==> src/pkg/amc_pkg.sv <==
/*
 * Constants and types for the adaptive modulation controller.
 * Assumes a single 20 MHz clock domain and configuration applied as plain input levels.
 */
package amc_pkg;

	localparam int LVL_W = 3;
	localparam int MODE_W = 4;
	localparam int COD_W = 2;
	localparam int MODU_W = 2;

	// Level index order, lowest (most robust) first.
	typedef enum logic [2:0] {
		AMC_QPSK_MAX = 3'h0,
		AMC_QPSK_MIN = 3'h1,
		AMC_QPSK_NONE = 3'h2,
		AMC_16_MAX = 3'h3,
		AMC_16_MIN = 3'h4,
		AMC_16_NONE = 3'h5,
		AMC_64_MAX = 3'h6,
		AMC_64_MIN = 3'h7
	} amc_level_t;

	// Modulation type selection: fixed codes equal the level index.
	localparam logic [3:0] MODE_ADAPT = 4'h8;
	localparam logic [3:0] MODE_ADAPT_FAST = 4'h9;
	localparam logic [3:0] MODE_DEFAULT = 4'h1;

	localparam logic [2:0] LVL_LOWEST = 3'h0;
	localparam logic [2:0] LVL_TOP = 3'h7;

	localparam logic [1:0] MODU_QPSK = 2'h0;
	localparam logic [1:0] MODU_16 = 2'h1;
	localparam logic [1:0] MODU_64 = 2'h2;
	localparam logic [1:0] COD_MAX = 2'h0;
	localparam logic [1:0] COD_MIN = 2'h1;
	localparam logic [1:0] COD_NONE = 2'h2;

	// Silence on the recommendation channel longer than this counts as a failure.
	localparam int REC_TIMEOUT_US = 1000;
	localparam int CLK_MHZ = 20;
	localparam int REC_TIMEOUT_CYC = REC_TIMEOUT_US * CLK_MHZ;

	typedef enum logic [1:0] {
		AMC_ST_FIXED = 2'h0,
		AMC_ST_WAIT = 2'h1,
		AMC_ST_TRACK = 2'h2
	} amc_state_t;

endpackage

==> src/verilog/amc_ctrl.sv <==
/*
 * Adaptive modulation controller: selects the active level from a fixed setting or
 * from adaptive step events and remote recommendations.
 * Assumes all inputs are synchronous to sys_clk; event inputs are one-cycle pulses.
 */
`timescale 1ns/1ps
module amc_ctrl #(
	parameter int REC_TIMEOUT = amc_pkg::REC_TIMEOUT_CYC
) (
	input wire logic sys_clk,
	input wire logic rst_n,
	input wire logic [3:0] mode_sel,
	input wire logic [2:0] default_lvl,
	input wire logic [2:0] upper_lvl,
	input wire logic rec_valid,
	input wire logic quality_degraded,
	input wire logic packet_errored,
	input wire logic quality_above,
	output logic [2:0] level_r,
	output logic [1:0] modulation_r,
	output logic [1:0] coding_r,
	output logic adaptive_r,
	output logic upstream_adapt_r,
	output logic fallback_r
);
	amc_pkg::amc_state_t state_r;
	amc_pkg::amc_state_t state_nxt;
	logic [31:0] idle_cnt_r;
	logic is_adapt;
	logic is_fast;
	logic timeout;
	logic [2:0] ceil_lvl;
	logic [2:0] def_lvl;
	logic [2:0] step_lvl;
	logic [2:0] level_nxt;
	logic [1:0] modu_c;
	logic [1:0] cod_c;
	logic step_up;
	logic step_dn;

	assign is_adapt = (mode_sel == amc_pkg::MODE_ADAPT) ||
		(mode_sel == amc_pkg::MODE_ADAPT_FAST);
	assign is_fast = (mode_sel == amc_pkg::MODE_ADAPT_FAST);
	assign timeout = (idle_cnt_r >= 32'(REC_TIMEOUT - 1));
	// A default above the limit is clamped so the default level never exceeds the limit.
	assign ceil_lvl = upper_lvl;
	assign def_lvl = (default_lvl > upper_lvl) ? upper_lvl : default_lvl;

	// Degradation only counts in protective mode; errors in fast mode step once.
	assign step_dn = is_fast ? packet_errored : quality_degraded;
	assign step_up = quality_above;

	amc_step u_step (
		.cur(level_r),
		.ceil_lvl(ceil_lvl),
		.up(step_up),
		.down(step_dn),
		.nxt(step_lvl)
	);

	// Recommendation silence watchdog; remote is expected to talk continually.
	always_ff @(posedge sys_clk or negedge rst_n) begin
		if (!rst_n) begin
			idle_cnt_r <= 32'h0;
		end else if (rec_valid || state_r != amc_pkg::AMC_ST_TRACK) begin
			idle_cnt_r <= 32'h0;
		end else if (!timeout) begin
			idle_cnt_r <= idle_cnt_r + 32'h1;
		end
	end

	always_comb begin
		state_nxt = state_r;
		case (state_r)
			amc_pkg::AMC_ST_FIXED: begin
				if (is_adapt) begin
					state_nxt = amc_pkg::AMC_ST_WAIT;
				end
			end
			amc_pkg::AMC_ST_WAIT: begin
				if (!is_adapt) begin
					state_nxt = amc_pkg::AMC_ST_FIXED;
				end else if (rec_valid) begin
					state_nxt = amc_pkg::AMC_ST_TRACK;
				end
			end
			amc_pkg::AMC_ST_TRACK: begin
				if (!is_adapt) begin
					state_nxt = amc_pkg::AMC_ST_FIXED;
				end else if (timeout && !rec_valid) begin
					state_nxt = amc_pkg::AMC_ST_WAIT;
				end
			end
			default: state_nxt = amc_pkg::AMC_ST_FIXED;
		endcase
	end

	always_ff @(posedge sys_clk or negedge rst_n) begin
		if (!rst_n) begin
			state_r <= amc_pkg::AMC_ST_FIXED;
		end else begin
			state_r <= state_nxt;
		end
	end

	always_comb begin
		level_nxt = level_r;
		if (!is_adapt) begin
			// Fixed codes map straight to levels; anything unmapped keeps the default.
			if (mode_sel <= 4'(amc_pkg::LVL_TOP)) begin
				level_nxt = mode_sel[2:0];
			end else begin
				level_nxt = amc_pkg::MODE_DEFAULT[2:0];
			end
		end else if (state_nxt != amc_pkg::AMC_ST_TRACK) begin
			level_nxt = def_lvl;
		end else if (state_r != amc_pkg::AMC_ST_TRACK) begin
			level_nxt = def_lvl;
		end else if (!is_fast && packet_errored) begin
			level_nxt = amc_pkg::LVL_LOWEST;
		end else if (level_r > ceil_lvl) begin
			level_nxt = ceil_lvl;
		end else begin
			level_nxt = step_lvl;
		end
	end

	always_ff @(posedge sys_clk or negedge rst_n) begin
		if (!rst_n) begin
			level_r <= amc_pkg::MODE_DEFAULT[2:0];
		end else begin
			level_r <= level_nxt;
		end
	end

	amc_decode u_dec (
		.lvl(level_nxt),
		.modu(modu_c),
		.cod(cod_c)
	);

	// Modulation and coding come from the level being loaded, so they never lag it by a cycle.
	always_ff @(posedge sys_clk or negedge rst_n) begin
		if (!rst_n) begin
			modulation_r <= amc_pkg::MODU_QPSK;
			coding_r <= amc_pkg::COD_MIN;
		end else begin
			modulation_r <= modu_c;
			coding_r <= cod_c;
		end
	end

	always_ff @(posedge sys_clk or negedge rst_n) begin
		if (!rst_n) begin
			adaptive_r <= 1'b0;
		end else begin
			adaptive_r <= is_adapt;
		end
	end

	always_ff @(posedge sys_clk or negedge rst_n) begin
		if (!rst_n) begin
			upstream_adapt_r <= 1'b0;
		end else begin
			upstream_adapt_r <= is_adapt && !is_fast;
		end
	end

	// High whenever the level is not steered by recommendations, fixed modes included.
	always_ff @(posedge sys_clk or negedge rst_n) begin
		if (!rst_n) begin
			fallback_r <= 1'b1;
		end else begin
			fallback_r <= (state_nxt != amc_pkg::AMC_ST_TRACK);
		end
	end

	// Silent cycles counted apart from the watchdog, so its bound is checked independently.
	logic [31:0] quiet_cnt_r;
	always_ff @(posedge sys_clk or negedge rst_n) begin
		if (!rst_n) begin
			quiet_cnt_r <= 32'h0;
		end else if (rec_valid || !is_adapt) begin
			quiet_cnt_r <= 32'h0;
		end else if (quiet_cnt_r != 32'hFFFFFFFF) begin
			quiet_cnt_r <= quiet_cnt_r + 32'h1;
		end
	end
endmodule

==> src/verilog/amc_step.sv <==
/*
 * One-level step arithmetic bounded by a floor and a ceiling.
 * Assumes floor is not above ceiling.
 */
`timescale 1ns/1ps
module amc_step (
	input wire logic [2:0] cur,
	input wire logic [2:0] ceil_lvl,
	input wire logic up,
	input wire logic down,
	output logic [2:0] nxt
);
	always_comb begin
		nxt = cur;
		if (down) begin
			if (cur != amc_pkg::LVL_LOWEST) begin
				nxt = cur - 3'h1;
			end
		end else if (up) begin
			if (cur < ceil_lvl) begin
				nxt = cur + 3'h1;
			end
		end
	end
endmodule

==> src/verilog/amc_decode.sv <==
/*
 * Maps a level index to modulation and coding fields.
 * Assumes the index order of the package level type.
 */
`timescale 1ns/1ps
module amc_decode (
	input wire logic [2:0] lvl,
	output logic [1:0] modu,
	output logic [1:0] cod
);
	always_comb begin
		case (lvl)
			3'h0: begin modu = amc_pkg::MODU_QPSK; cod = amc_pkg::COD_MAX; end
			3'h1: begin modu = amc_pkg::MODU_QPSK; cod = amc_pkg::COD_MIN; end
			3'h2: begin modu = amc_pkg::MODU_QPSK; cod = amc_pkg::COD_NONE; end
			3'h3: begin modu = amc_pkg::MODU_16; cod = amc_pkg::COD_MAX; end
			3'h4: begin modu = amc_pkg::MODU_16; cod = amc_pkg::COD_MIN; end
			3'h5: begin modu = amc_pkg::MODU_16; cod = amc_pkg::COD_NONE; end
			3'h6: begin modu = amc_pkg::MODU_64; cod = amc_pkg::COD_MAX; end
			default: begin modu = amc_pkg::MODU_64; cod = amc_pkg::COD_MIN; end
		endcase
	end
endmodule

==> config.mk <==
export PLATFORM = sky130hd
export DESIGN_NAME = amc_ctrl
export DESIGN_NICKNAME = d
export VERILOG_FILES = /design/src/pkg/amc_pkg.sv /design/src/verilog/amc_ctrl.sv /design/src/verilog/amc_step.sv /design/src/verilog/amc_decode.sv
export SDC_FILE = /design/constraint.sdc
export NUM_CORES = 1
export LEC_CHECK = 0
export BUFFER_PORTS_ARGS = -buffer_cell sky130_fd_sc_hd__buf_2
export CORE_ASPECT_RATIO = 0.9
export CORE_MARGIN = 3
export CORE_UTILIZATION = 55
export CTS_CLUSTER_DIAMETER = 100
export DETAILED_ROUTE_END_ITERATION = 16
export GPL_TIMING_DRIVEN = 1
export PLACE_DENSITY_LB_ADDON = 0.12
export SYNTH_ARGS = -nofsm -noshare
export SYNTH_HDL_FRONTEND = slang
export SYNTH_SLANG_ARGS = --single-unit
==> constraint.sdc <==
create_clock -name sys_clk -period 2.9 [get_ports sys_clk]
set_input_delay 0 -clock sys_clk [delete_from_list [all_inputs] [get_ports sys_clk]]
set_output_delay 0 -clock sys_clk [all_outputs]
set_load 0.05 [all_outputs]
==> results.sh <==
export IMPL_status="completed"
export IMPL_hold_class="primary input to flop"
export IMPL_use_met2=0.255
export IMPL_reg2regPathDepth=8
export IMPL_preCtsSetupSlack_ns=0.193
export IMPL_maxSlewViolCount=0
export IMPL_slowest_stage="or2_2"
export IMPL_place_hpwl_um=3540
export IMPL_whs_ns=0.0499
export IMPL_crit_fanout=10
export IMPL_crit_chain="nor4_1 > nand4_1 > or4_1 > or2_2 > a211oi_4 > and2_1 > xnor2_1 > nor2_2"
export IMPL_switching_share=0.264
export IMPL_powerDensity_nw_per_um2=425
export IMPL_min_to="level_r[1]"
export IMPL_rsz0062_at_grt="false"
export IMPL_cts_max_path_buffers=2
export IMPL_relSlewSlack=0.381
export IMPL_final_area_um2=2710
export IMPL_max_stage_delay_ns=0.45
export IMPL_worstPathArrival_ns=2.90
export IMPL_cap_violations=0
export IMPL_port_buffers=25
export IMPL_fin_util=0.647
export IMPL_core_area_um2=4180
export IMPL_crit_type="flop to flop"
export IMPL_die_w_um=76.2
export IMPL_routed_wl_um=4750
export IMPL_postSynthAreaPerCell_um2=9.59
export IMPL_gp_congestion=0.815
export IMPL_finalSetupViolations=0
export IMPL_clk_latency_ns=0.30
export IMPL_end_kind="flop"
export IMPL_pwr_share_comb=0.141
export IMPL_clockRootBuffer="clkbuf_8"
export IMPL_initial_utilization=0.582
export IMPL_drt_iter0_drc=181
export IMPL_area_delta_synth_final_pct=11.1
export IMPL_leakage_nw=1.24
export IMPL_final_antenna_net_count=0
export IMPL_io_pins=26
export IMPL_antenna_found_initial=0
export IMPL_final_common_cell="nor2_1"
export IMPL_p_seq_frac=0.548
export IMPL_grt_use_met3=0.0496
export IMPL_timing_rr_end="idle_cnt_r[12]"
export IMPL_drt_wirelength_per_cell_um=13.9
export IMPL_peakVddDrop_mv=0.288
export IMPL_ff2ff_setup_slack_ns=0.19
export IMPL_hold_viol=0
export IMPL_firstDrtPassIters=4
export IMPL_setup_ws_ns=0.191
export IMPL_finClkSkew_ns=0.00829
export IMPL_netlist_cell_type_count=48
export IMPL_clk_pin_slew_worst_paths_ns=0.08
export IMPL_layout_drive_gt1_share=0.170
export IMPL_synth_ff_type="dfrtp_1"
export IMPL_place_area_um2=2610
export IMPL_critPathLaunchType="flop"
export IMPL_multiInputGateArea_um2=1240
export IMPL_post_route_min_period_ns=2.71
export IMPL_fin_nets=308
export IMPL_h_tree_depth=2
export IMPL_hold_path_startpoint="mode_sel[1]"
export IMPL_critPathRequiredTime_ns=3.09
export IMPL_cts_buffers=5
export IMPL_cp_top_family="simple AND/OR/NAND/NOR gates"
export IMPL_synth_edf_count=0
export IMPL_clock_power_share=0.310
export IMPL_yosys_warnings=0
export IMPL_met1_usage=0.303
export IMPL_tightest_slew_ns=0.928
export IMPL_whs_path_depth=3
export IMPL_synthCells=254
export IMPL_intPower_w=0.000847
export IMPL_syn_cell_area_um2=2440
export IMPL_route_detailed_drc=0
export IMPL_critical_path_buf_inv_count=0
export IMPL_cts_tree="done"
export IMPL_die_y_um=69.1
export IMPL_finalCritPeriodShare=0.934
export IMPL_seqCellArea_um2=1100
export IMPL_async_flop_share=1.00
export IMPL_die_area_um2=5260
export IMPL_grt_pass1_vias=1733
export IMPL_rows=22
export IMPL_p_switching_w=0.000304
export IMPL_clock_sink_count=44
export IMPL_grt_overflow=0
export IMPL_grtUsageTotal=0.195
export IMPL_fmax_mhz=369
export IMPL_setup_tns_ns=0
export IMPL_fillers=365
export IMPL_top_usage_layer="met1"
export IMPL_syn_nets=280
export IMPL_vias=1889
export IMPL_vias_per_cell=5.52
export IMPL_grt_pass1_wl_um=8280
export IMPL_diodes=0
export IMPL_regToRegStartpoint="idle_cnt_r[28]"
export IMPL_grt_max_degree=45
export IMPL_final_cell_mix="nor2_1, dfrtp_1, buf_2, a21oi_1, inv_1"
export IMPL_synth_seq_cells=44
export IMPL_yosysSeqAreaShare=0.454
==> synthesized netlist by cell type (5+ instances only) <==
cell / n / area, um^2
and3_1: 5 / 31.3
a31oi_1: 10 / 62.6
nor2_1: 48 / 180
and2_1: 7 / 43.8
dfrtp_1: 41 / 1030
ha_1: 10 / 125
nand2_1: 12 / 45.0
xor2_1: 10 / 87.6
clkbuf_1: 6 / 22.5
and4_1: 5 / 43.8
inv_1: 13 / 48.8
nand3_1: 7 / 35.0
xnor2_1: 5 / 43.8
a21oi_1: 15 / 75.1
==> worst min-delay path: stages <==
cell	delay [ns]
buf_2	0.12
nand2b_1	0.07
o221ai_2	0.10
==> how the worst max path moves through the flow <==
stage	from	to	depth (start not counted)
after floorplan	level_r[0]	coding_r[0]	10
after global placement	idle_cnt_r[18]	idle_cnt_r[12]	8
after detailed placement	idle_cnt_r[28]	idle_cnt_r[12]	8
after CTS	idle_cnt_r[28]	idle_cnt_r[12]	8
after global routing	idle_cnt_r[28]	idle_cnt_r[12]	8
final	idle_cnt_r[28]	idle_cnt_r[12]	8
==> area by class of cell <==
| cell class | count | share of cell area |
|---|---|---|
| Inverter | 13 | 0.0180 |
| Sequential cell | 44 | 0.408 |
| Clock inverter | 1 | 0.00185 |
| Clock buffer | 6 | 0.0268 |
| Tap cell | 60 | 0.0277 |
| Multi-Input combinational cell | 189 | 0.458 |
| Timing Repair Buffer | 29 | 0.0591 |
==> metal layers <==
| metal | part of all wire | up-vias | wire length (um) |
|---|---|---|---|
| li1 | - | 948 | - |
| met1 | 0.51 | 882 | 2430 |
| met2 | 0.41 | 57 | 1950 |
| met3 | 0.072 | 2 | 344 |
| met4 | 0.0061 | 0 | 29 |
| met5 | 0 | - | 0 |
==> power by group through the flow <==
stage	logic, W	clock network (W)	registers (W)
floorplan	0.0000757	0	0.000674
global placement	0.000160	0	0.000643
detailed placement	0.000162	0	0.000643
CTS	0.000164	0.000366	0.000631
global route	0.000179	0.000398	0.000633
finish	0.000163	0.000357	0.000631
==> flip-flops by register name, indices dropped and copies added, names as in the netlist <==
register and cells:
idle_cnt_r 32, state_r 2, modulation_r 2, level_r 3, coding_r 2, fallback_r 1, adaptive_r 1, upstream_adapt_r 1
==> metrics by stage <==
step / power (W) / instances
floorplan: 0.000750 / 254
CTS: 0.00116 / 342
detailed placement: 0.000805 / 333
global placement: 0.000802 / 333
finish: 0.00115 / 342
global route: 0.00121 / 342
==> what timing repair did <==
action | 4_1_cts | 5_1_grt
setup buffers | 0 | 0
hold buffers | 2 | 0
gates resized for setup | 0 | 1
setup endpoints to repair | 0 | 4
endpoints found under the hold margin | 42 | 0
==> cell families after synthesis <==
kind of cell               after synthesis  synth area share
adders and majority gates               10            0.0514
muxes                                    6            0.0257
DFF                                     44             0.454
and+or+nand+nor                        107             0.220
xor gates and xnor gates                15            0.0539
AOI/OAI and AO/OA                       51             0.159
buffers and inverters                   21            0.0370
Note: power is estimated with default switching activity, not from simulation.
